[src/regset_pkg.sv]
// shared widths, constants and encodings of the processor register set
package regset_pkg;

  // ****************************************************************
  // widths and fixed values
  // ****************************************************************
  localparam int WORD_W     = 12;
  localparam int OPC_W      = 3;
  localparam int OPC_LSB    = WORD_W - OPC_W;   // opcode sits in the top bits
  localparam int OPC_COUNT  = 8;
  localparam int MEM_WORDS  = 4096;
  localparam int SYNC_DEPTH = 3;
  localparam logic [WORD_W-1:0]    WORD_RST = 12'h000;
  localparam logic [WORD_W-1:0]    WORD_ONE = 12'h001;
  localparam logic [OPC_W-1:0]     OPC_RST  = 3'h0;
  localparam logic [OPC_COUNT-1:0] LVL_RST  = 8'h01;

  // ****************************************************************
  // gating network, arithmetic and console encodings
  // ****************************************************************
  typedef enum logic [2:0] {
    SRC_OPERAND = 3'b000,
    SRC_POINTER = 3'b001,
    SRC_ADDRESS = 3'b010,
    SRC_BUFFER  = 3'b011,
    SRC_CAPTURE = 3'b100,
    SRC_TOGGLE  = 3'b101,
    SRC_EXT     = 3'b110,
    SRC_NONE    = 3'b111
  } src_sel_t;

  typedef enum logic [1:0] {
    DST_OPERAND = 2'b00,
    DST_POINTER = 2'b01,
    DST_ADDRESS = 2'b10,
    DST_BUFFER  = 2'b11
  } dst_sel_t;

  typedef enum logic [1:0] {
    XOP_PASS = 2'b00,
    XOP_COMP = 2'b01,
    XOP_INC  = 2'b10,
    XOP_ZERO = 2'b11
  } xop_t;

  typedef enum logic [1:0] {
    AOP_ADD   = 2'b00,
    AOP_AND   = 2'b01,
    AOP_CLEAR = 2'b10,
    AOP_CLINK = 2'b11
  } aop_t;

  typedef enum logic [1:0] {
    CON_IDLE    = 2'b00,
    CON_WRITE   = 2'b01,
    CON_READ    = 2'b10,
    CON_ADVANCE = 2'b11
  } con_state_t;

endpackage : regset_pkg

[src/opcode_if.sv]
// opcode carrier between the register set and its decoder
`timescale 1ns/1ps
`default_nettype none
interface opcode_if;
  import regset_pkg::*;
  logic [OPC_W-1:0]     opcode;
  logic [OPC_COUNT-1:0] levels;
  modport holder (output opcode, input levels);
  modport decoder (input opcode, output levels);
endinterface : opcode_if
`default_nettype wire

[src/opcode_decoder.sv]
// one-hot decoder of the opcode into instruction levels
`timescale 1ns/1ps
`default_nettype none
module opcode_decoder (
  opcode_if.decoder opc
);
  import regset_pkg::*;

  // ****************************************************************
  // one level per basic instruction
  // ****************************************************************
  for (genvar g = 0; g < OPC_COUNT; g++) begin : g_lvl
    assign opc.levels[g] = (opc.opcode == OPC_W'(g));
  end

endmodule : opcode_decoder
`default_nettype wire

[src/regset_core.sv]
// major register set: operand, link, pointer, address, buffer, capture, opcode
`timescale 1ns/1ps
`default_nettype none
//
// How it works
// - a 12-bit operand register passes words to memory and peripherals only through the gates and the buffer.
// - add, and and clear results are formed into the operand register.
// - a one-bit link extends the operand register and is complemented by the add carry.
// - a 12-bit pointer holds the location of the next instruction.
// - a 12-bit address register selects one of 4096 words for read or write.
// - every word bound for memory sits first in the 12-bit write buffer.
// - the buffer loads from any gate source, from a data break, or from the toggle word on a console store.
// - the buffer drives the memory write data, the peripheral interface and the gates.
// - every word read from memory is strobed into a 12-bit capture register fed only by memory.
// - the capture register feeds the opcode directly and other registers through the gates.
// - on a fetch the opcode register takes the top three bits of the captured word.
// - the opcode is decoded into eight separate instruction levels.
// - the address-set key copies the toggle word into the pointer and address registers.
// - each store, or each inspect not pressed with the address-set key, advances the address register by one.
module regset_core #(
  parameter int ADDR_SPAN = 4096
) (
  input  wire  logic                                CLK_I,
  input  wire  logic                                RESET_I,
  input  wire  logic [regset_pkg::WORD_W-1:0]       TOGGLE_WORD_I,
  input  wire  logic                                ADDR_SET_KEY_I,
  input  wire  logic                                STORE_KEY_I,
  input  wire  logic                                INSPECT_KEY_I,
  input  wire  logic                                XFER_STB_I,
  input  wire  regset_pkg::src_sel_t                XFER_SRC_I,
  input  wire  regset_pkg::dst_sel_t                XFER_DST_I,
  input  wire  regset_pkg::xop_t                    XFER_OP_I,
  input  wire  logic                                ALU_STB_I,
  input  wire  regset_pkg::aop_t                    ALU_OP_I,
  input  wire  logic [regset_pkg::WORD_W-1:0]       EXT_DATA_I,
  input  wire  logic                                BREAK_STB_I,
  input  wire  logic                                MEM_RDATA_STB_I,
  input  wire  logic [regset_pkg::WORD_W-1:0]       MEM_RDATA_I,
  input  wire  logic                                FETCH_I,
  input  wire  logic                                MEM_WRITE_REQ_I,
  input  wire  logic                                MEM_READ_REQ_I,
  output logic [regset_pkg::WORD_W-1:0]             OPERAND_O,
  output logic                                      LINK_O,
  output logic [regset_pkg::WORD_W-1:0]             POINTER_O,
  output logic [regset_pkg::WORD_W-1:0]             MEM_ADDR_O,
  output logic [regset_pkg::WORD_W-1:0]             MEM_WDATA_O,
  output logic                                      MEM_WRITE_O,
  output logic                                      MEM_READ_O,
  output logic [regset_pkg::WORD_W-1:0]             IO_DATA_O,
  output logic [regset_pkg::WORD_W-1:0]             CAPTURE_O,
  output logic [regset_pkg::OPC_W-1:0]              OPCODE_O,
  output logic [regset_pkg::OPC_COUNT-1:0]          OPCODE_LEVELS_O,
  output logic                                      CONSOLE_BUSY_O
);
  import regset_pkg::*;

  localparam int PIN_W = WORD_W + 3;

  if (ADDR_SPAN != (1 << WORD_W)) begin : g_bad_span
    $error("address span must match the address register width");
  end

  // ****************************************************************
  // registers
  // ****************************************************************
  logic [WORD_W-1:0]    main_operand_register_q;
  logic                 link_q;
  logic [WORD_W-1:0]    next_instruction_pointer_q;
  logic [WORD_W-1:0]    memory_location_select_q;
  logic [WORD_W-1:0]    write_buffer_word_q;
  logic [WORD_W-1:0]    read_capture_q;
  logic [OPC_W-1:0]     opcode_holder_q;
  logic [OPC_COUNT-1:0] levels_q;
  logic                 mem_write_q;
  logic                 mem_read_q;
  logic                 busy_q;
  con_state_t           con_state_q;
  con_state_t           con_state_d;
  logic [PIN_W-1:0]     pin_s1_q;
  logic [PIN_W-1:0]     pin_s2_q;
  logic [PIN_W-1:0]     pin_s3_q;
  logic [PIN_W-1:0]     pin_f_q;
  logic [PIN_W-1:0]     pin_f_d;

  opcode_if opc ();

  opcode_decoder u_dec (
    .opc (opc.decoder)
  );

  // ****************************************************************
  // console pin synchronisers
  // ****************************************************************
  // three stages; a bit counts once stages two and three agree
  always_ff @(posedge CLK_I or posedge RESET_I) begin
    if (RESET_I) begin
      pin_s1_q <= '0;
      pin_s2_q <= '0;
      pin_s3_q <= '0;
      pin_f_q  <= '0;
    end else begin
      pin_s1_q <= {TOGGLE_WORD_I, ADDR_SET_KEY_I, STORE_KEY_I, INSPECT_KEY_I};
      pin_s2_q <= pin_s1_q;
      pin_s3_q <= pin_s2_q;
      pin_f_q  <= pin_f_d;
    end
  end

  // per-bit filter keeps the old value while the stages disagree
  assign pin_f_d = (pin_s2_q & pin_s3_q) | (pin_f_q & (pin_s2_q | pin_s3_q));

  wire [WORD_W-1:0] console_toggle_word = pin_f_q[PIN_W-1:3];
  wire addr_set_key = pin_f_d[2] & ~pin_f_q[2];
  wire store_key    = pin_f_d[1] & ~pin_f_q[1];
  wire inspect_key  = pin_f_d[0] & ~pin_f_q[0];
  wire [WORD_W-1:0] toggle_next = pin_f_d[PIN_W-1:3];

  // ****************************************************************
  // console sequencer
  // ****************************************************************
  wire con_idle = (con_state_q == CON_IDLE);
  wire con_go   = con_idle & (addr_set_key | store_key | inspect_key);
  // program traffic is dropped while the console owns the registers
  wire prog_ok  = con_idle & ~con_go;

  always_comb begin
    con_state_d = con_state_q;
    case (con_state_q)
      CON_IDLE: begin
        if (store_key) begin
          con_state_d = CON_WRITE;
        end else if (inspect_key & ~addr_set_key) begin
          con_state_d = CON_READ;
        end
      end
      CON_WRITE:   con_state_d = CON_ADVANCE;
      CON_READ:    con_state_d = CON_ADVANCE;
      CON_ADVANCE: con_state_d = CON_IDLE;
      default:     con_state_d = CON_IDLE;
    endcase
  end

  // ****************************************************************
  // gating network
  // ****************************************************************
  wire [WORD_W-1:0] gate_src =
    (XFER_SRC_I == SRC_OPERAND) ? main_operand_register_q    :
    (XFER_SRC_I == SRC_POINTER) ? next_instruction_pointer_q :
    (XFER_SRC_I == SRC_ADDRESS) ? memory_location_select_q   :
    (XFER_SRC_I == SRC_BUFFER)  ? write_buffer_word_q        :
    (XFER_SRC_I == SRC_CAPTURE) ? read_capture_q             :
    (XFER_SRC_I == SRC_TOGGLE)  ? console_toggle_word        :
    (XFER_SRC_I == SRC_EXT)     ? EXT_DATA_I                 : WORD_RST;
  wire [WORD_W-1:0] gate_out =
    (XFER_OP_I == XOP_COMP) ? ~gate_src             :
    (XFER_OP_I == XOP_INC)  ? gate_src + WORD_ONE   :
    (XFER_OP_I == XOP_ZERO) ? WORD_RST              : gate_src;
  wire xfer_go = XFER_STB_I & prog_ok;
  wire to_op   = xfer_go & (XFER_DST_I == DST_OPERAND);
  wire to_ptr  = xfer_go & (XFER_DST_I == DST_POINTER);
  wire to_adr  = xfer_go & (XFER_DST_I == DST_ADDRESS);
  wire to_buf  = xfer_go & (XFER_DST_I == DST_BUFFER);
  // a data break outranks a gated load of the buffer
  wire brk_go  = BREAK_STB_I & prog_ok;
  // arithmetic yields to a transfer into the operand register
  wire alu_go  = ALU_STB_I & prog_ok & ~to_op;

  // ****************************************************************
  // arithmetic unit, operand from the capture register
  // ****************************************************************
  wire [WORD_W:0] sum = {1'b0, main_operand_register_q} + {1'b0, read_capture_q};

  // ****************************************************************
  // operand register and link
  // ****************************************************************
  always_ff @(posedge CLK_I or posedge RESET_I) begin
    if (RESET_I) begin
      main_operand_register_q <= WORD_RST;
      link_q                  <= 1'b0;
    end else if (to_op) begin
      main_operand_register_q <= gate_out;
    end else if (alu_go) begin
      case (ALU_OP_I)
        AOP_ADD: begin
          main_operand_register_q <= sum[WORD_W-1:0];
          link_q                  <= link_q ^ sum[WORD_W];
        end
        AOP_AND:   main_operand_register_q <= main_operand_register_q & read_capture_q;
        AOP_CLEAR: main_operand_register_q <= WORD_RST;
        AOP_CLINK: link_q <= 1'b0;
        default:   link_q <= link_q;
      endcase
    end
  end

  // ****************************************************************
  // pointer and address registers
  // ****************************************************************
  always_ff @(posedge CLK_I or posedge RESET_I) begin
    if (RESET_I) begin
      next_instruction_pointer_q <= WORD_RST;
      memory_location_select_q   <= WORD_RST;
    end else begin
      if (con_idle & addr_set_key) begin
        next_instruction_pointer_q <= toggle_next;
        memory_location_select_q   <= toggle_next;
      end else if (con_state_q == CON_ADVANCE) begin
        memory_location_select_q   <= memory_location_select_q + WORD_ONE;
      end else begin
        if (to_ptr) begin
          next_instruction_pointer_q <= gate_out;
        end
        if (to_adr) begin
          memory_location_select_q <= gate_out;
        end
      end
    end
  end

  // ****************************************************************
  // write buffer and capture register
  // ****************************************************************
  always_ff @(posedge CLK_I or posedge RESET_I) begin
    if (RESET_I) begin
      write_buffer_word_q <= WORD_RST;
    end else if (con_idle & store_key) begin
      write_buffer_word_q <= toggle_next;
    end else if (brk_go) begin
      write_buffer_word_q <= EXT_DATA_I;
    end else if (to_buf) begin
      write_buffer_word_q <= gate_out;
    end
  end

  // memory is the only source of the capture register
  always_ff @(posedge CLK_I or posedge RESET_I) begin
    if (RESET_I) begin
      read_capture_q <= WORD_RST;
    end else if (MEM_RDATA_STB_I) begin
      read_capture_q <= MEM_RDATA_I;
    end
  end

  // ****************************************************************
  // opcode register and decoded levels
  // ****************************************************************
  always_ff @(posedge CLK_I or posedge RESET_I) begin
    if (RESET_I) begin
      opcode_holder_q <= OPC_RST;
      levels_q        <= LVL_RST;
    end else begin
      if (FETCH_I) begin
        opcode_holder_q <= read_capture_q[WORD_W-1:OPC_LSB];
      end
      levels_q <= opc.levels;
    end
  end

  assign opc.opcode = opcode_holder_q;

  // ****************************************************************
  // memory strobes and sequencer state
  // ****************************************************************
  always_ff @(posedge CLK_I or posedge RESET_I) begin
    if (RESET_I) begin
      mem_write_q <= 1'b0;
      mem_read_q  <= 1'b0;
      busy_q      <= 1'b0;
      con_state_q <= CON_IDLE;
    end else begin
      // busy flag registered from the next state so the pin comes from a flip-flop
      busy_q      <= (con_state_d != CON_IDLE);
      mem_write_q <= (con_state_q == CON_WRITE) | (prog_ok & MEM_WRITE_REQ_I);
      mem_read_q  <= (con_state_q == CON_READ) | (prog_ok & MEM_READ_REQ_I);
      con_state_q <= con_state_d;
    end
  end

  // ****************************************************************
  // outputs
  // ****************************************************************
  assign OPERAND_O       = main_operand_register_q;
  assign LINK_O          = link_q;
  assign POINTER_O       = next_instruction_pointer_q;
  assign MEM_ADDR_O      = memory_location_select_q;
  assign MEM_WDATA_O     = write_buffer_word_q;
  assign IO_DATA_O       = write_buffer_word_q;
  assign MEM_WRITE_O     = mem_write_q;
  assign MEM_READ_O      = mem_read_q;
  assign CAPTURE_O       = read_capture_q;
  assign OPCODE_O        = opcode_holder_q;
  assign OPCODE_LEVELS_O = levels_q;
  assign CONSOLE_BUSY_O  = busy_q;
endmodule : regset_core
`default_nettype wire

[config.mk]
export PLATFORM = sky130hd
export DESIGN_NAME = regset_core
export DESIGN_NICKNAME = d
export VERILOG_FILES = /design/src/regset_pkg.sv /design/src/opcode_if.sv /design/src/opcode_decoder.sv /design/src/regset_core.sv
export SDC_FILE = /design/constraint.sdc
export NUM_CORES = 1
export LEC_CHECK = 0
export BUFFER_PORTS_ARGS = -buffer_cell sky130_fd_sc_hd__buf_2
export CAP_MARGIN = 10
export CORE_ASPECT_RATIO = 0.8
export CORE_MARGIN = 1.5
export CORE_UTILIZATION = 60
export CTS_CLUSTER_DIAMETER = 100
export DETAILED_ROUTE_END_ITERATION = 16
export PLACE_DENSITY = 0.86
export SLEW_MARGIN = 20
export SYNTH_ARGS = -nofsm -noshare
export SYNTH_HDL_FRONTEND = slang
export SYNTH_HIERARCHICAL = 1
export SYNTH_SLANG_ARGS = --single-unit
[constraint.sdc]
create_clock -name CLK_I -period 15.49 [get_ports CLK_I]
set_input_delay 4.647 -clock CLK_I [delete_from_list [all_inputs] [get_ports CLK_I]]
set_output_delay 4.647 -clock CLK_I [all_outputs]
set_load 0.03 [all_outputs]
======== After elaboration in Yosys (flattened, before gate mapping) ========
Cells that the tools add are included.
operators by class
  muxes and demuxes ....................... 26
  add/subtract/negate cells ............... 3
  bitwise logic cells ..................... 35
  equal/unequal tests ..................... 26
  reduce and logical (&&, ||, !) cells .... 16
operator list
  kind                   count
  $mux 12                21
  $pmux 12 s3            1
  $and 15x15->15         2
  $or 15x15->15          2
  $add 12x1->12 const B  2
  $eq 3x3->1 const B     7
  $and 1x1->1            18
  $eq 2x2->1 const B     8
  $add 12x12->13         1
  $and 12x12->12         1
  $eq 3x2->1 const B     4
  $not 12->12            1
  $eq 2x1->1 const B     4
  $reduce_bool 2->1      4
  $eq 3x1->1 const B     2
  $logic_not 2->1        3
  $logic_not 3->1        2
  $not 1->1              6
  $pmux 2 s3             1
  $reduce_bool 3->1      2
  $mux 2                 2
  $or 1x1->1             4
  $reduce_and 2->1       2
  $reduce_bool 4->1      1
  other kinds (5)        5
word-level totals
  bits of input ports ..................... 57
  bits in registers ....................... 137
  output and inout bits ................... 87

======== Longest topological paths before layout ========
  word-level depth ........................ 15
  gate-level depth with buffers ........... 14
  depth with buffers taken out ............ 11

======== Modules after synthesis ========
Netlist, hierarchy kept.
by module, submodules not included
  module          cells an instance  area each (um^2)  instances
  regset_core     706                7308.3            1
  opcode_decoder  8                  65.1              1

======== Worst setup path after synthesis ========
OpenSTA, ideal clock, no wires.
  path kind ............................... input -> register
  start ................................... in XFER_SRC_I[0]
  end ..................................... reg memory_location_select_q[10] (netlist: MEM_ADDR_O[10])
  arrival ................................. 6.811 ns
  slack ................................... 8.545 ns
  stages .................................. 11
  required time ........................... 15.356 ns
  cells stage by stage .................... buf_6 > mux2_2 > a221o_1 > a22o_1 > ha_1 > nand3b_1 > nor3_1 > and4_1 > a211oi_1 > mux2_2 > o211ai_1
between the ends
  word-level cells in the longest chain between the ends .. 14
  elaborated cells between the ends (all ways) .. 22
ends and longest elaborated chain
  item                                      RTL line                                text
  start, declared                           regset_core.sv:30                       input wire regset_pkg::src_sel_t XFER_SRC_I,
  $eq 3x3->1                                regset_core.sv:153                      (XFER_SRC_I == SRC_EXT) ? EXT_DATA_I : WORD_RST;
  $mux 12                                   regset_core.sv:153
  $mux 12                                   regset_core.sv:152                      (XFER_SRC_I == SRC_TOGGLE) ? console_toggle_word :
  $mux 12                                   regset_core.sv:151                      (XFER_SRC_I == SRC_CAPTURE) ? read_capture_q :
  $mux 12                                   regset_core.sv:150                      (XFER_SRC_I == SRC_BUFFER) ? write_buffer_word_q :
  $mux 12                                   regset_core.sv:149                      (XFER_SRC_I == SRC_ADDRESS) ? memory_location_select_q :
  $mux 12                                   regset_core.sv:148                      (XFER_SRC_I == SRC_POINTER) ? next_instruction_pointer_q :
  $mux 12 *                                 regset_core.sv:147                      (XFER_SRC_I == SRC_OPERAND) ? main_operand_register_q :
  $add 12x1->12 or $mux 12 (tied branches)  regset_core.sv:156, regset_core.sv:157
  $mux 12                                   regset_core.sv:156                      (XFER_OP_I == XOP_INC) ? gate_src + WORD_ONE :
  $mux 12 *                                 regset_core.sv:155                      (XFER_OP_I == XOP_COMP) ? ~gate_src :
  $mux 12 *                                 regset_core.sv:213                      if (to_adr) begin
  $mux 12 *                                 regset_core.sv:207                      end else if (con_state_q == CON_ADVANCE) begin
  $mux 12 *                                 regset_core.sv:204                      if (con_idle & addr_set_key) begin
  end signal, assigned                      regset_core.sv:206                      memory_location_select_q <= toggle_next;
  end signal, assigned                      regset_core.sv:208                      memory_location_select_q <= memory_location_select_q + WORD_ONE;
  end signal, assigned                      regset_core.sv:214                      memory_location_select_q <= gate_out;
  end, declared                             regset_core.sv:69                       logic [WORD_W-1:0] memory_location_select_q;
Every way passes the cells marked *; elsewhere a longest branch is shown, timed or not. The select of a mux whose other input is x is not followed.
A chain may end at the register's enable or synchronous reset.

======== Worst setup path after layout ========
Same ends and word-level chain as after synthesis.

==> reports/qor.tcl <==
set qor(grt_first_pass_wirelength_mm) 33.0
set qor(rrSetupSlack_ns) 12.29
set qor(critPathLaunchType) {input pin}
set qor(synthDistinctLibCells) 72
set qor(rows) 36
set qor(synthMostInstantiatedCell) {dfrtp_1}
set qor(power.leakage_nw) 3.97
set qor(postLayoutCellArea_mm2) 0.00864
set qor(path_clk_slew_ns) 0.06
set qor(postSynthRegisterBits) 137
set qor(die_width_um) 127
set qor(run_status) {finished, final reports clean}
set qor(floorplan.die_area_mm2) 0.0130
set qor(layout-area-overhead-vs-synth_pct) 17.1
set qor(cts.root.buffer_cell) {clkbuf_16}
set qor(holdCritPathClass) {reg2reg}
set qor(ctsHoldBuffers) 0
set qor(power.switching_uw) 760
set qor(seq_power_share) 0.327
set qor(maxSlewViolCount) 0
set qor(fillers) 904
set qor(core_mm2) 0.0121
set qor(worst_ir_drop_vdd_uv) 133
set qor(syn-num-nets) 795
set qor(synthFlopType) {dfrtp_1}
set qor(power.clock.fraction) 0.251
set qor(async_reset_ff_frac) 1.00
set qor(post_cts.repair.setup_buffers) 0
set qor(grt.total_usage) 0.339
set qor(worst_skew_pair.late_latency_ns) 0.43
set qor(synthesized_area_divided_by_synthesized_cell_count_um2) 10.3
set qor(synth_top_area_cell) {dfrtp_1}
set qor(dp_hpwl_mm) 15.3
set qor(drt.antenna.violating_nets) 0
set qor(fin_tns_setup_ns) 0
set qor(finalHoldViolations) 0
set qor(drt_iter0_markers) 570
set qor(tightest_slew_ns) 1.01
set qor(setup_viol) 0
set qor(mappedNetlistArea_mm2) 0.00737
set qor(fmax_ghz) 0.128
set qor(final_min_period_over_clock_period) 0.504
set qor(combinationalPowerShare) 0.422
set qor(worst_endpoint_data_arrival_time_ns) 8.10
set qor(dpl-instance-area_mm2) 0.00802
set qor(timing.max_cap.violations) 0
set qor(synth.area.top_cells) {dfrtp_1, mux2i_1, ha_1}
set qor(num_vias) 6451
set qor(routed_wire_length_per_instance_um) 21.6
set qor(first_global_vias) 6103
set qor(total_clock_buffers_created_by_cts) 17
set qor(timing.clock.skew_ns) 0.00827
set qor(global_placer_s_final_weighted_congestion) 0.962
set qor(cellInternalPower_uw) 949
set qor(sequential_cell_area_mm2) 0.00343
set qor(met3RoutedLength_mm) 2.01
set qor(syn_inst) 714
set qor(routed_wl_mm) 21.5
set qor(htree_levels) 4
set qor(ctsLongestPathBuffers) 2
set qor(netSwitchingFraction) 0.445
set qor(synth-seq-area-share) 0.465
set qor(grt_max_degree) 76
set qor(tritoncts) {done}
set qor(drt_pass_1_iters) 6
set qor(footprint_of_the_multi_input_gates_mm2) 0.00356
set qor(wl_met1_mm) 8.88
set qor(post_layout_nets) 913
set qor(critPathKind) {in2reg}
set qor(worst_slew_margin_rel) 0.330
set qor(layout_cell_share_with_drive_strength_beyond_1) 0.258
set qor(die_h_um) 102
set qor(crit_required_ns) 15.78
set qor(io_pins) 144
set qor(grt_remaining_overflow) 0
set qor(numClockSinks) 137
set qor(synth.cells.most_frequent) {dfrtp_1, nand2_1, o21ai_0}
set qor(avgViaCountPerCell) 6.47
set qor(top_layer_used) {met4}
set qor(floorplan.initialDensity) 0.611
set qor(crit_fanout) 41
set qor(setup_repair_after_global_routing_missed_its_margin) {false}
set qor(antenna_found_initial) 0
set qor(synth_top_area_share) 0.462
set qor(met2WireLength_mm) 10.1
set qor(portBuffers) 143
set qor(diodes) 0
set qor(post_cts.resized_instances) 0
set qor(power_density_mw_per_mm2) 198
set qor(timing.critical_path.to_type) {register}
set qor(post-route-min-period_ns) 7.81
set qor(synth.yosys.warnings) 6
set qor(synth_enable_flop_cells) 0
set qor(drcViolationCount) 0
[flip-flops by register name, summed over array words and instances (netlist names), 2 cells and up]
register,count
OPCODE_LEVELS_O,8
pin_f_q,15
POINTER_O,12
con_state_q,2
pin_s3_q,15
MEM_ADDR_O,12
IO_DATA_O,12
CAPTURE_O,12
OPCODE_O,3
pin_s1_q,15
pin_s2_q,15
OPERAND_O,12
[through the flow]
step | utilization | hold slack, ns | power (mW) | cells | setup slack (ns)
2_1_floorplan | - | 0.331 | 1.06 | 714 | 7.18
3_3_place_gp | 0.664 | 0.333 | 1.23 | 965 | 7.52
3_5_place_dp | 0.664 | 0.335 | 1.26 | 965 | 7.37
4_1_cts | 0.715 | 0.350 | 1.70 | 997 | 7.81
5_1_grt | 0.715 | 0.359 | 1.79 | 997 | 7.53
6_report | 0.715 | 0.349 | 1.71 | 997 | 7.68
[routing by layer]
layer / up-vias / global-route usage
met5: - / 0
met4: 0 / 0.125
met2: 351 / 0.534
met3: 39 / 0.0927
met1: 3199 / 0.455
li1: 2862 / -
[path summary, 6_finish.rpt]
check | startpoint | depth (start not counted) | to
max in group asynchronous | RESET_I | 3 | OPCODE_LEVELS_O[6]$_DFF_PP0_
min | pin_s1_q[14]$_DFF_PP0_ | 0 | pin_s2_q[14]$_DFF_PP0_
min in group asynchronous | RESET_I | 2 | pin_s1_q[1]$_DFF_PP0_
min reg2reg | pin_s1_q[14]$_DFF_PP0_ | 0 | pin_s2_q[14]$_DFF_PP0_
max reg2reg | MEM_ADDR_O[0]$_DFFE_PP0P_ | 10 | MEM_ADDR_O[10]$_DFFE_PP0P_
max | XFER_SRC_I[0] | 11 | MEM_ADDR_O[10]$_DFFE_PP0P_
[cell families after synthesis]
group                      Yosys count  share of synthesized area
AOI/OAI and AO/OA                  191                      0.177
and+or+nand+nor                    200                      0.138
DFF                                137                      0.465
muxes                               55                     0.0799
buffers and inverters               70                     0.0516
adders and majority gates           39                     0.0621
xor gates and xnor gates            22                     0.0261
[layout make-up]
class,instances,area share
multi-input combinational,507,0.413
timing repair buffer,148,0.0872
clock buffer,19,0.0501
clock inverter,13,0.0213
inverter,21,0.00971
sequential,137,0.397
tap,152,0.0220
[power by group through the flow]
stage | registers, mW | logic (mW) | clock network [mW]
final | 0.559 | 0.721 | 0.429
after CTS | 0.552 | 0.714 | 0.435
after global routing | 0.566 | 0.779 | 0.449
after global placement | 0.553 | 0.680 | 0
after detailed placement | 0.557 | 0.705 | 0
after floorplan | 0.659 | 0.402 | 0
[placed cells by master (no fill, tap or decap), types with 7 or more instances in the layout]
cell type,count
a211oi_1,12
buf_2,143
mux2i_1,33
nor2_1,39
nand3_1,35
a21oi_1,29
mux2_2,21
dfrtp_1,136
nand2_1,61
inv_1,19
o211ai_1,20
a22oi_1,11
xor2_1,8
nor3_1,8
clkbuf_16,17
o221ai_1,12
maj3_1,15
o21ai_0,49
ha_1,23
and3_1,9
nand2b_1,7
xnor2_1,14
[worst max-delay path, stage by stage]
cell      delay [ns]
buf_2           0.75
mux2_2          0.42
a221o_1         0.35
a22o_1          0.29
ha_1            0.26
nand3b_1        0.12
nor3_1          0.09
and4_1          0.20
a211oi_1        0.61
mux2_2          0.28
o211ai_1        0.08
(Power assumes the default switching activity.)
